<file path="src/logic/fspid_defines.svh">
// Register offsets, field positions, reset values and timing of the feedback PID loop
`ifndef FSPID_DEFINES_SVH
`define FSPID_DEFINES_SVH
`define FSPID_CLK_HZ 10000000
`define FSPID_PERIOD_MS 10
`define FSPID_PERIOD_CYC (`FSPID_CLK_HZ / 1000 * `FSPID_PERIOD_MS)
`define FSPID_TCLK_MIN_KHZ 1500
`define FSPID_TCLK_MAX_KHZ 48000
`define FSPID_TSTEP_MIN ((`FSPID_TCLK_MIN_KHZ * 256000 + `FSPID_CLK_HZ - 1) / `FSPID_CLK_HZ)
`define FSPID_TSTEP_MAX (`FSPID_TCLK_MAX_KHZ * 256000 / `FSPID_CLK_HZ)
`define FSPID_A_CTRL 8'h00
`define FSPID_A_SCALE 8'h04
`define FSPID_A_ERRLIM 8'h08
`define FSPID_A_PCOEF 8'h0c
`define FSPID_A_ICOEF 8'h10
`define FSPID_A_DCOEF 8'h14
`define FSPID_A_INTEG 8'h18
`define FSPID_A_FREQ 8'h1c
`define FSPID_A_ZONE 8'h20
`define FSPID_A_STAT 8'h24
`define FSPID_A_FBV 8'h28
`define FSPID_A_DUTY 8'h2c
`define FSPID_A_RDG 8'h30
`define FSPID_HI 16
`define FSPID_EXP_MAX 5'h12
`define FSPID_FULL 12'hfff
`define FSPID_MID 12'h800
`define FSPID_WRAP_HALF 14'sh0800
`define FSPID_WRAP_FULL 14'sh1000
`define FSPID_PMAX 25'sh0000258
`define FSPID_IFRAC 16
`define FSPID_FREQ_NUM 32'h04000000
`define FSPID_WIDTH_MAX 16'hffff
`define FSPID_ADC_SHIFT 3'h6
`define FSPID_RST_ILIM 15'h03e8
`define FSPID_RST_FDIV 16'h0001
`define FSPID_RST_TSTEP 16'h0133
`define FSPID_RST_TMO 16'h000a
`define FSPID_HIST 8
`endif

</file>
<file path="src/logic/fspid_pkg.sv">
// Types of the feedback PID loop
package fspid_pkg;
  typedef enum logic [5:0] {
    S_IDLE = 6'h01, S_DIVA = 6'h02, S_DIVB = 6'h04, S_FB = 6'h08, S_DIVS = 6'h10, S_PID = 6'h20
  } fspid_state_e;
  typedef enum logic [1:0] {M_OFF = 2'h0, M_ANALOG = 2'h1, M_FREQ = 2'h2} fspid_mode_e;
  typedef struct packed {
    logic [1:0] pshift;
    logic [2:0] ashift;
    logic irst;
    logic err_en;
    logic pin_en;
    logic wrap;
    logic inv;
    logic pol;
    logic timing;
    logic [1:0] mode;
  } fspid_ctrl_s;
  typedef struct packed {
    logic [4:0] exp;
    logic [9:0] num;
  } fspid_coef_s;
endpackage

</file>
<file path="src/logic/fspid_loop.sv">
// Feedback measurement, scaling and PID loop with AXI4-Lite registers
// Function
// RULE1: Analog feedback is reading divided by 16
// RULE2: Pulse sensor power low, flag failed halving
// RULE3: Wraparound folds error into -2048..+2048
// RULE4: Count rising edges, sum recent periods
// RULE5: Edge count divided by frequency divider
// RULE6: Time selected-polarity pulses, 0..65535 ticks
// RULE7: Timing tick selectable 1.5 to 48 MHz
// RULE8: Average widths; timeout records maximum width
// RULE9: Frequency is 0x4000000 over width, divided
// RULE10: Frequency feedback 2048 plus/minus, clamped
// RULE11: Scale feedback between minimum and maximum
// RULE12: Inversion swaps output endpoints 0, 4095
// RULE13: Out-of-range feedback raises disconnect error
// RULE14: Error is scaled feedback minus target
// RULE15: Form proportional, integral, derivative terms
// RULE16: Duty target is negated term sum
// RULE17: Coefficient is numerator over power two
// RULE18: All calculations once per loop period
// RULE19: Integral adds error over divider, fractional
// RULE20: Integral magnitude clamped to limit
// RULE21: Integral cleared on stop, force, zone, off
// RULE22: Optionally clear integral on large proportional
// RULE23: Dead zone zeroes duty with hysteresis
// RULE24: Sum analog samples, shift to 0..65472
// RULE25: Previous error register for derivative
`timescale 1ns/1ps
`default_nettype none
`include "fspid_defines.svh"
module fspid_loop #(
  parameter int PERIOD_CYC = `FSPID_PERIOD_CYC
) (
  // Clock and reset
  input wire logic aclk,
  input wire logic aresetn,
  // AXI4-Lite write
  input wire logic [7:0] s_axi_awaddr,
  input wire logic s_axi_awvalid,
  output logic s_axi_awready,
  input wire logic [31:0] s_axi_wdata,
  input wire logic [3:0] s_axi_wstrb,
  input wire logic s_axi_wvalid,
  output logic s_axi_wready,
  output logic [1:0] s_axi_bresp,
  output logic s_axi_bvalid,
  input wire logic s_axi_bready,
  // AXI4-Lite read
  input wire logic [7:0] s_axi_araddr,
  input wire logic s_axi_arvalid,
  output logic s_axi_arready,
  output logic [31:0] s_axi_rdata,
  output logic [1:0] s_axi_rresp,
  output logic s_axi_rvalid,
  input wire logic s_axi_rready,
  // Feedback pins
  input wire logic analog_feedback_pin_valid,
  input wire logic [9:0] analog_feedback_pin_data,
  input wire logic pulse_feedback_pin,
  output logic sensor_power,
  // Loop inputs
  input wire logic [11:0] target,
  input wire logic stop_error,
  input wire logic force_duty,
  // Loop outputs
  output logic period_tick,
  output logic duty_valid,
  output logic signed [15:0] duty_target,
  output logic fb_disconnect
);
  localparam int PW = $clog2(PERIOD_CYC);
  generate
    if (PERIOD_CYC < 10) begin : g_chk
      $error("fspid_loop: PERIOD_CYC must be at least 10");
    end
  endgenerate

  fspid_pkg::fspid_ctrl_s ctrl_r;
  fspid_pkg::fspid_coef_s coef_r [3];
  fspid_pkg::fspid_state_e st_r;
  logic [11:0] smin_r, smax_r, emin_r, emax_r, dzamt_r, fb_r, sfb_r, tgt_r;
  logic [3:0] idexp_r;
  logic [14:0] ilim_r;
  logic [15:0] fdiv_r, tstep_r, tmo_r, rdg_r, arl_r;
  logic disc_r, inzone_r, pwr_r, tick_r, dvalid_r;
  logic signed [15:0] duty_r;
  logic signed [31:0] ifx_r;
  logic signed [13:0] prev_r;

  // Loop period divider
  logic [PW-1:0] per_r;
  wire tick = per_r == PW'(PERIOD_CYC - 1);
  always_ff @(posedge aclk) begin
    if (!aresetn) begin
      per_r <= '0;
      tick_r <= 1'b0;
    end else begin
      per_r <= tick ? '0 : per_r + PW'(1);
      tick_r <= tick;
    end
  end

  // Register bus
  logic awready_r, wready_r, bvalid_r, arready_r, rvalid_r, aw_h_r, w_h_r;
  logic [7:0] awaddr_q;
  logic [31:0] wdata_q, rdata_r;
  logic [3:0] wstrb_q;
  logic [1:0] bresp_r, rresp_r;
  function automatic logic hit(input logic [7:0] a, input logic [7:0] o);
    return a[7:2] == o[7:2];
  endfunction
  function automatic logic [31:0] rword(input logic [7:0] a);
    rword = hit(a, `FSPID_A_CTRL) ? {18'h0, ctrl_r} :
      hit(a, `FSPID_A_SCALE) ? {4'h0, smax_r, 4'h0, smin_r} :
      hit(a, `FSPID_A_ERRLIM) ? {4'h0, emax_r, 4'h0, emin_r} :
      hit(a, `FSPID_A_PCOEF) ? {11'h0, coef_r[0].exp, 6'h0, coef_r[0].num} :
      hit(a, `FSPID_A_ICOEF) ? {11'h0, coef_r[1].exp, 6'h0, coef_r[1].num} :
      hit(a, `FSPID_A_DCOEF) ? {11'h0, coef_r[2].exp, 6'h0, coef_r[2].num} :
      hit(a, `FSPID_A_INTEG) ? {12'h0, idexp_r, 1'b0, ilim_r} :
      hit(a, `FSPID_A_FREQ) ? {tstep_r, fdiv_r} :
      hit(a, `FSPID_A_ZONE) ? {4'h0, dzamt_r, tmo_r} :
      hit(a, `FSPID_A_STAT) ? {30'h0, inzone_r, disc_r} :
      hit(a, `FSPID_A_FBV) ? {4'h0, sfb_r, 4'h0, fb_r} :
      hit(a, `FSPID_A_DUTY) ? {ifx_r[31:16], duty_r} :
      hit(a, `FSPID_A_RDG) ? {rdg_r, arl_r} : 32'h0;
  endfunction
  function automatic logic mapped(input logic [7:0] a);
    return a[7:2] <= `FSPID_A_RDG >> 2;
  endfunction
  function automatic logic [31:0] merge(input logic [31:0] o, input logic [31:0] n,
                                        input logic [3:0] s);
    for (int b = 0; b < 4; b++) merge[8*b +: 8] = s[b] ? n[8*b +: 8] : o[8*b +: 8];
  endfunction
  wire aw_take = s_axi_awvalid & awready_r;
  wire w_take = s_axi_wvalid & wready_r;
  wire ar_take = s_axi_arvalid & arready_r;
  wire do_wr = aw_h_r & w_h_r;
  wire [31:0] nv = merge(rword(awaddr_q), wdata_q, wstrb_q);
  wire [4:0] nexp = (nv[20:16] > `FSPID_EXP_MAX) ? `FSPID_EXP_MAX : nv[20:16];
  wire [15:0] nstep = (nv[31:16] < 16'(`FSPID_TSTEP_MIN)) ? 16'(`FSPID_TSTEP_MIN) :
    (nv[31:16] > 16'(`FSPID_TSTEP_MAX)) ? 16'(`FSPID_TSTEP_MAX) : nv[31:16];
  wire stat_clr = do_wr & hit(awaddr_q, `FSPID_A_STAT) & wstrb_q[0] & wdata_q[0];
  always_ff @(posedge aclk) begin
    if (!aresetn) begin
      {awready_r, wready_r, arready_r} <= 3'h7;
      {aw_h_r, w_h_r, bvalid_r, rvalid_r} <= 4'h0;
      {bresp_r, rresp_r, awaddr_q, wstrb_q} <= '0;
      {wdata_q, rdata_r} <= '0;
    end else begin
      if (aw_take) {aw_h_r, awready_r, awaddr_q} <= {2'b10, s_axi_awaddr};
      if (w_take) {w_h_r, wready_r, wdata_q, wstrb_q} <= {2'b10, s_axi_wdata, s_axi_wstrb};
      if (do_wr) begin
        {aw_h_r, w_h_r, bvalid_r} <= 3'b001;
        bresp_r <= mapped(awaddr_q) ? 2'h0 : 2'h2;
      end
      if (bvalid_r & s_axi_bready) {bvalid_r, awready_r, wready_r} <= 3'b011;
      if (ar_take) begin
        {rvalid_r, arready_r} <= 2'b10;
        rdata_r <= rword(s_axi_araddr);
        rresp_r <= mapped(s_axi_araddr) ? 2'h0 : 2'h2;
      end
      if (rvalid_r & s_axi_rready) {rvalid_r, arready_r} <= 2'b01;
    end
  end

  // Configuration registers
  always_ff @(posedge aclk) begin
    if (!aresetn) begin
      ctrl_r <= '0;
      {smax_r, smin_r, emax_r, emin_r} <= {`FSPID_FULL, 12'h0, `FSPID_FULL, 12'h0};
      {idexp_r, ilim_r, fdiv_r} <= {4'h0, `FSPID_RST_ILIM, `FSPID_RST_FDIV};
      {tstep_r, tmo_r, dzamt_r} <= {`FSPID_RST_TSTEP, `FSPID_RST_TMO, 12'h0};
    end else if (do_wr) begin
      if (hit(awaddr_q, `FSPID_A_CTRL)) ctrl_r <= fspid_pkg::fspid_ctrl_s'(nv[13:0]);
      if (hit(awaddr_q, `FSPID_A_SCALE)) {smax_r, smin_r} <= {nv[27:16], nv[11:0]};
      if (hit(awaddr_q, `FSPID_A_ERRLIM)) {emax_r, emin_r} <= {nv[27:16], nv[11:0]};
      if (hit(awaddr_q, `FSPID_A_INTEG)) {idexp_r, ilim_r} <= {nv[19:16], nv[14:0]};
      if (hit(awaddr_q, `FSPID_A_FREQ)) {tstep_r, fdiv_r} <= {nstep, nv[15:0]}; // [RULE7]
      if (hit(awaddr_q, `FSPID_A_ZONE)) {dzamt_r, tmo_r} <= {nv[27:16], nv[15:0]};
    end
  end
  for (genvar c = 0; c < 3; c++) begin : g_coef
    always_ff @(posedge aclk) begin
      if (!aresetn) coef_r[c] <= '0; // [RULE17]
      else if (do_wr & hit(awaddr_q, `FSPID_A_PCOEF + 8'(4 * c)))
        coef_r[c] <= {nexp, nv[9:0]}; // [RULE17]
    end
  end

  // Analog feedback accumulation and sensor power check
  logic [16:0] acc_r;
  logic [6:0] acn_r;
  wire is_an = ctrl_r.mode == fspid_pkg::M_ANALOG;
  wire is_fq = ctrl_r.mode == fspid_pkg::M_FREQ;
  wire [2:0] ash = (ctrl_r.ashift > `FSPID_ADC_SHIFT) ? `FSPID_ADC_SHIFT : ctrl_r.ashift;
  wire a_take = analog_feedback_pin_valid & pwr_r & (acn_r < (7'h01 << ash));
  wire pin_chk = is_an & ctrl_r.pin_en;
  wire low_bad = ~pwr_r & analog_feedback_pin_valid &
    ({analog_feedback_pin_data, 1'b0} > {1'b0, arl_r[15:6]});
  always_ff @(posedge aclk) begin
    if (!aresetn) begin
      {acc_r, acn_r, arl_r} <= '0;
      pwr_r <= 1'b1;
    end else begin
      if (tick) begin
        arl_r <= 16'(acc_r << (`FSPID_ADC_SHIFT - ash)); // [RULE24]
        {acc_r, acn_r} <= '0;
      end else if (a_take) begin
        acc_r <= acc_r + 17'(analog_feedback_pin_data); // [RULE24]
        acn_r <= acn_r + 7'h01;
      end
      if (tick & pin_chk) pwr_r <= 1'b0; // [RULE2]
      else if (analog_feedback_pin_valid) pwr_r <= 1'b1; // [RULE2]
    end
  end

  // Pulse counting and pulse timing
  logic pin_d_r, act_d_r;
  logic [15:0] pc_r, tcnt_r;
  logic [23:0] wacc_r;
  logic [15:0] hist_r [`FSPID_HIST];
  logic [15:0] hin [`FSPID_HIST];
  logic [18:0] hsum;
  wire rise = pulse_feedback_pin & ~pin_d_r;
  wire act = ctrl_r.pol ? pulse_feedback_pin : ~pulse_feedback_pin;
  wire pend = act_d_r & ~act;
  wire [24:0] wsum = {1'b0, wacc_r} + 25'(tstep_r);
  wire tmo_hit = tcnt_r >= tmo_r;
  wire push_w = ctrl_r.timing ? (pend | (tick & tmo_hit)) : tick;
  wire [15:0] push_v = ctrl_r.timing ? (pend ? wacc_r[23:8] : `FSPID_WIDTH_MAX) : pc_r; // [RULE8]
  wire [18:0] rd = ctrl_r.timing ? (hsum >> ctrl_r.pshift) : hsum; // [RULE8]
  always_ff @(posedge aclk) begin
    if (!aresetn) begin
      {pin_d_r, act_d_r, pc_r, tcnt_r, wacc_r} <= '0;
    end else begin
      pin_d_r <= pulse_feedback_pin;
      act_d_r <= act;
      if (tick) pc_r <= 16'(rise); // [RULE4]
      else if (rise & (pc_r != 16'hffff)) pc_r <= pc_r + 16'h0001; // [RULE4]
      if (pend) wacc_r <= '0;
      else if (act) wacc_r <= wsum[24] ? 24'hffffff : wsum[23:0]; // [RULE6]
      if (pend) tcnt_r <= '0;
      else if (tick & ~tmo_hit) tcnt_r <= tcnt_r + 16'h0001; // [RULE8]
    end
  end
  for (genvar g = 0; g < `FSPID_HIST; g++) begin : g_hist
    if (g == 0) begin : g_in
      assign hin[g] = push_v;
    end else begin : g_sh
      assign hin[g] = hist_r[g-1];
    end
    always_ff @(posedge aclk) begin
      if (!aresetn) hist_r[g] <= '0;
      else if (push_w) hist_r[g] <= hin[g]; // [RULE4]
    end
  end
  always_comb begin
    hsum = '0;
    for (int i = 0; i < `FSPID_HIST; i++)
      if (i < (1 << ctrl_r.pshift)) hsum = hsum + 19'(hist_r[i]); // [RULE4]
  end

  // Shared divider
  logic [31:0] dq_r, dd_r, dr_r;
  logic [4:0] dc_r;
  wire [32:0] dsh = {dr_r, dq_r[31]};
  wire dge = dsh >= {1'b0, dd_r};
  wire [31:0] drn = dge ? 32'(dsh - {1'b0, dd_r}) : dsh[31:0];
  wire [31:0] dqn = {dq_r[30:0], dge};
  wire ddone = dc_r == 5'h0;

  // Feedback, scaling and range check
  wire [31:0] frq = dq_r;
  wire [11:0] fplus = (frq >= 32'h7ff) ? `FSPID_FULL : `FSPID_MID + frq[11:0];
  wire [11:0] fminus = (frq >= 32'h800) ? 12'h0 : `FSPID_MID - frq[11:0];
  wire [11:0] fb_n = is_an ? arl_r[15:4] : // [RULE1]
    is_fq ? ((tgt_r >= `FSPID_MID) ? fplus : fminus) : 12'h0; // [RULE10]
  wire fb_ge = fb_n >= smax_r;
  wire fb_le = fb_n <= smin_r;
  wire [23:0] snum = 24'(12'(fb_n - smin_r)) * 24'(`FSPID_FULL); // [RULE11]
  wire rbad = (is_an | is_fq) & ctrl_r.err_en & ((fb_n < emin_r) | (fb_n > emax_r));
  wire disc_set = (st_r == fspid_pkg::S_FB & rbad) | (low_bad & ctrl_r.err_en);

  // PID terms
  wire signed [13:0] e0 = $signed({2'b00, sfb_r}) - $signed({2'b00, tgt_r}); // [RULE14]
  wire wrp = ctrl_r.wrap & is_an;
  wire signed [13:0] e1 = (wrp & (e0 > `FSPID_WRAP_HALF)) ? e0 - `FSPID_WRAP_FULL : // [RULE3]
    (wrp & (e0 < -`FSPID_WRAP_HALF)) ? e0 + `FSPID_WRAP_FULL : e0;
  wire signed [24:0] pm = e1 * $signed({1'b0, coef_r[0].num});
  wire signed [24:0] pt = pm >>> coef_r[0].exp; // [RULE15]
  wire signed [31:0] iadd = (32'(e1) <<< `FSPID_IFRAC) >>> idexp_r; // [RULE19]
  wire signed [32:0] isum = 33'(ifx_r) + 33'(iadd);
  wire signed [32:0] ilim = $signed({2'b00, ilim_r, 16'h0});
  wire signed [31:0] ifx_c = (isum > ilim) ? 32'(ilim) : // [RULE20]
    (isum < -ilim) ? 32'(-ilim) : isum[31:0];
  wire signed [15:0] integ_n = iclr ? 16'sh0 : ifx_c[31:16]; // [RULE21]
  wire signed [26:0] im = integ_n * $signed({1'b0, coef_r[1].num});
  wire signed [26:0] it = im >>> coef_r[1].exp; // [RULE15]
  wire signed [14:0] de = 15'(e1) - 15'(prev_r);
  wire signed [25:0] dm = de * $signed({1'b0, coef_r[2].num});
  wire signed [25:0] dt = dm >>> coef_r[2].exp; // [RULE15]
  wire signed [28:0] tot = 29'(pt) + 29'(it) + 29'(dt);
  wire signed [28:0] neg = -tot; // [RULE16]
  wire signed [15:0] sat = (neg > 29'sh7fff) ? 16'sh7fff :
    (neg < -29'sh8000) ? -16'sh8000 : neg[15:0];
  wire [13:0] emag = (e1 < 0) ? 14'(-e1) : 14'(e1);
  wire dz_n = inzone_r ? (emag <= {1'b0, dzamt_r, 1'b0}) : (emag < {2'b00, dzamt_r}); // [RULE23]
  wire pbad = ctrl_r.irst & ((pt > `FSPID_PMAX) | (pt < -`FSPID_PMAX)); // [RULE22]
  wire moff = ~is_an & ~is_fq;
  wire iclr = stop_error | force_duty | dz_n | moff | pbad; // [RULE21]

  // Once-per-period sequencer
  always_ff @(posedge aclk) begin
    if (!aresetn) begin
      st_r <= fspid_pkg::S_IDLE;
      {dq_r, dd_r, dr_r, dc_r} <= '0;
      {fb_r, sfb_r, tgt_r, rdg_r, duty_r, prev_r} <= '0; // [RULE25]
      {ifx_r, inzone_r, dvalid_r} <= '0; // [RULE21]
    end else begin
      dvalid_r <= 1'b0;
      if (st_r inside {fspid_pkg::S_DIVA, fspid_pkg::S_DIVB, fspid_pkg::S_DIVS}) begin
        {dq_r, dr_r, dc_r} <= {dqn, drn, dc_r - 5'h01};
      end
      unique case (st_r)
        fspid_pkg::S_IDLE: if (tick_r) begin // [RULE18]
          tgt_r <= target;
          rdg_r <= (rd > 19'h0ffff) ? 16'hffff : rd[15:0];
          {dr_r, dc_r} <= {32'h0, 5'h1f};
          dq_r <= ctrl_r.timing ? `FSPID_FREQ_NUM : 32'(rd); // [RULE9]
          dd_r <= ctrl_r.timing ? 32'(rd) : 32'h1; // [RULE9]
          st_r <= is_fq ? fspid_pkg::S_DIVA : fspid_pkg::S_FB;
        end
        fspid_pkg::S_DIVA: if (ddone) begin
          {dr_r, dc_r, dq_r} <= {32'h0, 5'h1f, dqn};
          dd_r <= (fdiv_r == 16'h0) ? 32'h1 : 32'(fdiv_r); // [RULE5]
          st_r <= fspid_pkg::S_DIVB;
        end
        fspid_pkg::S_DIVB: if (ddone) st_r <= fspid_pkg::S_FB;
        fspid_pkg::S_FB: begin
          fb_r <= fb_n;
          if (fb_ge | fb_le) begin
            sfb_r <= (fb_ge ^ ctrl_r.inv) ? `FSPID_FULL : 12'h0; // [RULE11] [RULE12]
            st_r <= fspid_pkg::S_PID;
          end else begin
            {dr_r, dc_r, dq_r} <= {32'h0, 5'h1f, 32'(snum)};
            dd_r <= 32'(12'(smax_r - smin_r));
            st_r <= fspid_pkg::S_DIVS;
          end
        end
        fspid_pkg::S_DIVS: if (ddone) begin
          sfb_r <= ctrl_r.inv ? `FSPID_FULL - dqn[11:0] : dqn[11:0]; // [RULE12]
          st_r <= fspid_pkg::S_PID;
        end
        fspid_pkg::S_PID: begin
          ifx_r <= iclr ? 32'sh0 : ifx_c; // [RULE19] [RULE21]
          prev_r <= e1; // [RULE25]
          inzone_r <= dz_n & ~moff;
          duty_r <= (dz_n | moff) ? 16'sh0 : sat; // [RULE16] [RULE23]
          dvalid_r <= 1'b1;
          st_r <= fspid_pkg::S_IDLE;
        end
        default: st_r <= fspid_pkg::S_IDLE;
      endcase
    end
  end
  always_ff @(posedge aclk) begin
    if (!aresetn) disc_r <= 1'b0;
    else disc_r <= disc_set | (disc_r & ~stat_clr); // [RULE13]
  end

  // Outputs
  assign s_axi_awready = awready_r;
  assign s_axi_wready = wready_r;
  assign s_axi_bresp = bresp_r;
  assign s_axi_bvalid = bvalid_r;
  assign s_axi_arready = arready_r;
  assign s_axi_rdata = rdata_r;
  assign s_axi_rresp = rresp_r;
  assign s_axi_rvalid = rvalid_r;
  assign sensor_power = pwr_r;
  assign period_tick = tick_r;
  assign duty_valid = dvalid_r;
  assign duty_target = duty_r;
  assign fb_disconnect = disc_r;
endmodule
`default_nettype wire

</file>
<file path="config.mk">
export PLATFORM = sky130hd
export DESIGN_NAME = fspid_loop
export DESIGN_NICKNAME = d
export VERILOG_FILES = /design/src/logic/fspid_pkg.sv /design/src/logic/fspid_loop.sv
export VERILOG_INCLUDE_DIRS = /design/src /design/src/logic
export SDC_FILE = /design/constraint.sdc
export NUM_CORES = 2
export LEC_CHECK = 0
export BUFFER_PORTS_ARGS = -buffer_cell sky130_fd_sc_hd__buf_2
export CAP_MARGIN = 20
export CELL_PAD_IN_SITES_DETAIL_PLACEMENT = 0
export CELL_PAD_IN_SITES_GLOBAL_PLACEMENT = 1
export CORE_UTILIZATION = 45
export DETAILED_ROUTE_END_ITERATION = 10
export HOLD_SLACK_MARGIN = 0.06
export PLACE_DENSITY_LB_ADDON = 0.1
export SYNTH_ARGS = -nofsm -noshare
export SYNTH_HDL_FRONTEND = slang
export SYNTH_SLANG_ARGS = --single-unit
export TNS_END_PERCENT = 10
</file>
<file path="constraint.sdc">
create_clock -name aclk -period 22.1 [get_ports aclk]
set_input_delay 1.105 -clock aclk [delete_from_list [all_inputs] [get_ports aclk]]
set_output_delay 1.105 -clock aclk [all_outputs]
set_load 0.02 [all_outputs]
</file>
# After elaboration in Yosys (flattened, before gate mapping)

Memories as Yosys holds them, arrays and structs flattened.
Index checks and enable logic that the tools add are counted.

$mul: 4
Shift operators: 8
Magnitude comparators: 37
Add/sub/neg operators: 31
Equal/unequal tests: 40
Reductions and logical operators: 24
Muxes and demuxes: 131
Bitwise operators: 68

Operator list:

| kind                                                                    | number |
|---|---|
| 32-bit 2-to-1 mux                                                       | 41 |
| 16-bit 2-to-1 mux                                                       | 19 |
| 32-bit one-hot mux with 3 select lines                                  | 3 |
| 19-bit 2-to-1 mux                                                       | 9 |
| 19-bit by 16-bit adder with 19-bit output                               | 7 |
| 4-bit by 32-bit < comparator with 1-bit output, first input constant    | 4 |
| 12-bit 2-to-1 mux                                                       | 9 |
| 6-bit by 4-bit equality test with 1-bit output, second input constant   | 11 |
| 3-bit by 32-bit < comparator with 1-bit output, first input constant    | 2 |
| 6-bit by 3-bit equality test with 1-bit output, second input constant   | 9 |
| 15-bit 2-to-1 mux                                                       | 3 |
| 14-bit 2-to-1 mux                                                       | 3 |
| 1-bit bitwise AND                                                       | 34 |
| 32-bit by 32-bit adder with 33-bit output                               | 1 |
| 33-bit by 32-bit >= comparator with 1-bit output                        | 1 |
| 33-bit by 32-bit greater-than comparator with 1-bit output              | 1 |
| 33-bit < comparator                                                     | 1 |
| 31-bit negator with 33-bit output                                       | 1 |
| 16-bit by 1-bit adder with 16-bit output, second input constant         | 2 |
| 32-bit by 11-bit >= comparator with 1-bit output, second input constant | 1 |
| 32-bit by 12-bit >= comparator with 1-bit output, second input constant | 1 |
| 1-bit by 32-bit < comparator with 1-bit output, first input constant    | 1 |
| 2-bit by 32-bit < comparator with 1-bit output, first input constant    | 1 |
| 8-bit 2-to-1 mux                                                        | 4 |
| other kinds (86)                                                        | 174 |

Input bits: 85
Output and inout bits: 61
Word-level logic and storage cells: 405
Flip-flop bits (word level): 569
Bits in writable memories: 173
Memories: 2

Memories:

| memory | words | width | read ports | clocked after memory_dff | wr ports | line              | RTL |
|---|---|---|---|---|---|---|---|
| hist_r | 8     | 16    | 8          | 0                        | 8        | fspid_loop.sv:221 | `` logic [15:0] hist_r [`FSPID_HIST]; `` |
| coef_r | 3     | 15    | 3          | 0                        | 3        | fspid_loop.sv:79  | `fspid_pkg::fspid_coef_s coef_r [3];` |

# Longest topological paths before layout

Depth in word-level cells: 22
Mapped depth: 93
Depth with buffers taken out: 89

# Worst setup path after synthesis

No wires, ideal clock.

Path kind: flip-flop to flip-flop
Start: register sfb_r[0]
End: register duty_r[10] (netlist: duty_target[10])
Library setup time: 0.122 ns
Path buffers: 8
Stages on the path, launching flop included: 89
Data required time: 21.978 ns
Clock period less this slack: 20.721 ns
Arrival time: 20.599 ns
Path slack: 1.379 ns
Cell sequence: dfxtp_1 inv_1 ha_1 fa_1 nor2b_1 o21a_1 o21a_1 o21ai_0 a221oi_1 buf_2 nor4_4 a21oi_1 nor2_1 inv_1 clkbuf_1 buf_1 nand2_1 fa_1 [... 53 more ...] inv_1 fa_1 nor2b_1 o21ai_0 a21boi_0 o21a_1 o21ai_0 a21o_1 a211o_1 a31o_2 a21o_1 a211oi_1 nand2_1 or3_1 o21ai_0 nor4_1 clkbuf_1 a221o_1

Longest elaborated chain between the ends: 22
Elaborated cells on any way between the ends: 45
Classes of those cells: 9 x add/sub; 3 x mul; 11 x order compare; 4 x shift; 10 x mux; 8 x bitwise

Ends and longest elaborated chain:

| item                                                                               | line              | RTL |
|---|---|---|
| start: declaration                                                                 | fspid_loop.sv:81  | `logic [11:0] smin_r, smax_r, emin_r, emax_r, dzamt_r, fb_r, sfb_r, tgt_r;` |
| start signal: assignment                                                           | fspid_loop.sv:342 | `` sfb_r <= (fb_ge ^ ctrl_r.inv) ? `FSPID_FULL : 12'h0; `` |
| start signal: assignment                                                           | fspid_loop.sv:351 | `` sfb_r <= ctrl_r.inv ? `FSPID_FULL - dqn[11:0] : dqn[11:0]; `` |
| 12-bit by 12-bit subtractor with 13-bit output (*)                                 | fspid_loop.sv:285 | `wire signed [13:0] e0 = $signed({2'b00, sfb_r}) - $signed({2'b00, tgt_r});` |
| 13-bit by 12-bit < comparator with 1-bit output (no line)                          | -                 |  |
| 1-bit bitwise AND                                                                  | fspid_loop.sv:288 | `` (wrp & (e0 < -`FSPID_WRAP_HALF)) ? e0 + `FSPID_WRAP_FULL : e0; `` |
| 14-bit 2-to-1 mux                                                                  | fspid_loop.sv:288 |  |
| 14-bit 2-to-1 mux (*)                                                              | fspid_loop.sv:287 | `` wire signed [13:0] e1 = (wrp & (e0 > `FSPID_WRAP_HALF)) ? e0 - `FSPID_WRAP_FULL : `` |
| net e1[13]                                                                         | fspid_loop.sv:287 |  |
| branches (longest 16 deep; another with 28-bit by 26-bit adder with 29-bit output) | -                 |  |
| 16-bit 2-to-1 mux (*)                                                              | fspid_loop.sv:358 | `duty_r <= (dz_n \| moff) ? 16'sh0 : sat;` |
| end signal: assignment                                                             | fspid_loop.sv:358 |  |
| end: declaration                                                                   | fspid_loop.sv:86  | `logic signed [15:0] duty_r;` |

Mark *: on every way through the listed nets, which the timed path passes.
A chain may end at the register's enable or synchronous reset.

# Worst setup path in the final report

Start: register tgt_r[1]
End: register duty_r[5] (netlist: duty_target[5])

Longest elaborated chain between the ends: 22
Elaborated cells on any way between the ends: 45
Classes of those cells: 9 x add/sub; 3 x mul; 11 x order compare; 4 x shift; 10 x mux; 8 x bitwise

Ends and longest elaborated chain:

| item                                                                               | line              | RTL |
|---|---|---|
| start: declaration                                                                 | fspid_loop.sv:81  |  |
| start signal: assignment                                                           | fspid_loop.sv:326 | `tgt_r <= target;` |
| 12-bit by 12-bit subtractor with 13-bit output (*)                                 | fspid_loop.sv:285 |  |
| 13-bit by 12-bit < comparator with 1-bit output (no line)                          | -                 |  |
| 1-bit bitwise AND                                                                  | fspid_loop.sv:288 |  |
| 14-bit 2-to-1 mux                                                                  | fspid_loop.sv:288 |  |
| 14-bit 2-to-1 mux (*)                                                              | fspid_loop.sv:287 |  |
| branches (longest 16 deep; another with 28-bit by 26-bit adder with 29-bit output) | -                 |  |
| 16-bit 2-to-1 mux (*)                                                              | fspid_loop.sv:358 |  |

Mark *: on every way between the ends.

==> out/metrics.sh <==
SYNTH_ASYNC_SR_FLOP_SHARE_PCT=0
IOS=146
DIEHEIGHT_UM=418
GRT_REMAINING_OVERFLOW=0
TIMING.CRITICAL_PATH.FANOUT_MAX=28
DESIGN.FINAL.NETS=10886
DETAILEDROUTE.FIRSTPASSITERATIONCOUNT=7
CTS_BUFFERS=88
PWR-SHARE-COMB_PCT=68.5
CP_TOP_FAMILY='adder cells'
P_SW_mW=4.48
WORSTSETUPPATHTYPE='reg2reg'
ANTENNA_LEFT=0
SLEW_HEADROOM_PCT=24.8
SYNTH_ENABLE_FLOP_CELLS=173
PWR-SHARE-CLK_PCT=16.0
FLOORPLAN.ROWS=152
DRIVE_GT1_SHARE_PCT=9.77
FINALWORSTSETUPSLACK_NS=1.05
SYNTHCELLS=9504
CLKSLEWWORSTSETUPHOLDPATHS_NS=0.06
CLKLATENCYLATEPIN_NS=0.73
OUTCOME='completed'
YS.WARNINGS.COUNT=0
SW_FRAC_OF_TOTAL_PCT=47.0
POSTSYNTHREGISTERBITS=723
DIE-AREA_SQ_UM=175000
YS_TYPES=103
DESIGN.CORE.AREA_SQ_UM=172000
FINALCLOCKSKEW_NS=0.0590
H-TREE-DEPTH=3
DRT-INITIAL-DRC-COUNT=6055
SYNTHMOSTINSTANTIATEDCELL='inv_1'
CPMOSTUSEDCELL='fa_1'
LEAK_nW=38.0
MAX_CAP_VIOLATIONS=0
LAYOUT_CELL_AREA_EXCL_FILL_SQ_UM=86100
DIEWIDTH_UM=418
FINAL_CELL_COUNT_NO_FILL=12009
HOLD_VIOL=0
WORSTMARGINPINSLEW_NS=1.12
TIMING.HOLD.WORST.CLASS='reg2reg'
FINAL.MIN_CLOCK_PERIOD_NS=21.05
MAX_FREQ_GHz=0.0475
AREA_GROWTH_PCT=10.7
POWER.SEQUENTIAL.FRACTION_PCT=15.4
WORST_SETUP_PATH_END_KIND='register'
GRT_FIRST_PASS_WIRELENGTH_UM=448000
ROUTE.VIAS.TOTAL=71717
YOSYSSEQAREASHARE_PCT=20.8
INITIAL_CORE_UTIL_PCT=45.3
LAYOUT.CORE_UTILIZATION_PCT=50.1
WORST_IR_DROP_VDD_uV=343
SYNTH_TOP_CELL_BY_AREA='dfxtp_1'
CP_DATA_REQUIRED_TIME_NS=22.66
HPWLAFTERDP_UM=241000
MAX-CLOCK-PATH-BUFFERS=3
TRITONCTS='built'
PRECTSSETUPSLACK_NS=-0.147
SETUP_VIOLATING_ENDPOINT_COUNT_IN_THE_FINAL_REPORT=0
DOMINANTREGCELLSYNTH='dfxtp_1'
STARTPOINT_KIND_OF_THE_WORST_SETUP_TIMING_PATH='register'
PERIOD_SHARE_PCT=95.2
GRT_UTIL_ALL_LAYERS_PCT=34.0
GRT_START_MAX_NET_PINS=108
SYNTH_AREA_SQ_UM=77800
CRITPATHARRIVALTIME_NS=21.61
FIRST_GLOBAL_VIAS=69932
ROUTEDWLPERCELL_UM=25.2
PATH_BUF_INV=21
VIA_PER_INST=5.97
PLACED_CELLS_INCL_TAPS=11803
P_INT_mW=5.05
AREA_SHARE_OF_THE_LEADING_CELL_TYPE_IN_THE_SYNTHESIZED_NETLIST_PCT=14.1
PORT_BUFFERS=139
ANTENNA_FOUND_INITIAL=10
FINALMAXSLEWVIOLATIONS=0
SYNTH_COMMON_CELLS='inv_1, nand2_1, nor2_1'
PLACED_AREA_SQ_UM=82400
CTSHOLDBUFFERS=0
TIMING.CRITICAL_PATH.SLOWEST_STAGE_CELL='fa_1'
PLACE_CONGESTION=1.00
POSTROUTEWIRELENGTH_UM=302000
CTSROOTBUFFERMASTER='clkbuf_16'
CTS.SINK_COUNT=723
FINALHOLDWORSTSLACK_NS=0.452
DRCVIOLATIONCOUNT=0
SYNTH.AVG_CELL_AREA_SQ_UM=8.19
YOSYS-TOP-CELLS-AREA='dfxtp_1, fa_1, ha_1'
POWER_PER_CELL_AREA_nW_PER_UM2=111
WORST_PATH_LARGEST_CELL_DELAY_NS=0.55
[power groups by stage]
stage	clock network, mW	logic [mW]	registers [mW]
after global routing	1.60	7.25	1.47
after floorplan	0	4.37	1.46
final	1.53	6.53	1.47
after global placement	0	6.33	1.49
after CTS	1.55	6.45	1.47
after detailed placement	0	6.38	1.49
[routing by layer]
layer | GRT usage, % | vias to the layer above | share of wire [%]
li1 | - | 33553 | -
met2 | 54.8 | 2396 | 45
met3 | 4.99 | 605 | 6.2
met1 | 42.7 | 35153 | 41
met4 | 21.4 | 10 | 7.3
met5 | 0 | - | 0.036
[timing repair]
| item | in CTS | in global routing |
|---|---|---|
| resized for setup | 3 | 85 |
| setup endpoints to repair | 12 | 16 |
| pin swaps | 0 | 25 |
| buffers inserted | 0 | 36 |
[tightest hold or removal path, delay by kind of cell (launching register included)]
family | cells | cell delay, ns
DFF | 1 | 0.31
and+or+nand+nor | 1 | 0.05
AOI/OAI and AO/OA | 1 | 0.05
[cell type report]
cell class	instances	area, sq um
Antenna cell	4	10.0
Clock buffer	115	2400
Clock inverter	48	592
Fill cell	16862	85600
Inverter	964	3630
Multi-Input combinational cell	7310	56600
Sequential cell	723	16200
Tap cell	2310	2890
Timing Repair Buffer	535	3800
[flip-flops by register name, summed over array words and instances (netlist names), 19 cells and up]
signal,flops
dr_r,32
s_axi_rdata,32
wdata_q,32
ifx_r,31
wacc_r,24
dd_r,19
hist_r,128
coef_r,45
dq_r,32
[placed cells by master, fill, tap and decap left out, types with 33 or more instances in the layout]
master     synthesis  routed
clkbuf_16          0      88
nand3_1          195     194
o211ai_1          84      84
a22oi_1           91      88
nor2_1           790     782
o31ai_1           44      43
buf_2             19     138
a21boi_0          37      33
xnor2_1          271     266
a221oi_1          62      60
o21a_1            80      79
xor2_1           146     144
buf_4              3     382
dfxtp_1          550     547
nand4_1           75      75
a21o_1           183     183
nand2_1          901     898
mux2_2            39      39
a21oi_1          708     702
inv_1            951     949
and2_1           291     289
fa_1             507     505
mux4_2            38      38
a31oi_1           65      64
nand2b_1          68      68
ha_1             672     668
o21bai_1          55      55
and3_1           125     125
mux2i_1          250     248
nor3_1           137     129
edfxtp_1         173     173
nor2b_1           89      89
o22ai_1           66      64
o21ai_0          475     467
a211oi_1         168     162
or3_1             61      60
[through the flow]
| step | TNS [ns] | total power [mW] |
|---|---|---|
| 2_1_floorplan | 0 | 5.82 |
| 3_3_place_gp | 0 | 7.82 |
| 3_5_place_dp | -1.51 | 7.87 |
| 6_report | 0 | 9.52 |
| 4_1_cts | 0 | 9.46 |
| 5_1_grt | -0.0421 | 10.3 |
[logic make-up after synthesis]
group	count (synthesis)	share of synthesized area [%]
buf+inv	1472	7.18
simple gates	2905	17.6
xor+xnor	417	4.69
compound gates	2480	20.9
fa+ha+maj	1179	23.8
mux	327	4.88
other cells	1	0.00482
flops	723	20.8
[path summary, 6_finish.rpt]
kind         cells after the start      from             end  slack, ns
max                             88  tgt_r[1]  duty_target[5]       1.05
max reg2reg                     88  tgt_r[1]  duty_target[5]       1.05
min                              2  dd_r[16]        dd_r[16]       0.45
min reg2reg                      2  dd_r[16]        dd_r[16]       0.45
Note: power is estimated with default switching activity, not from simulation.
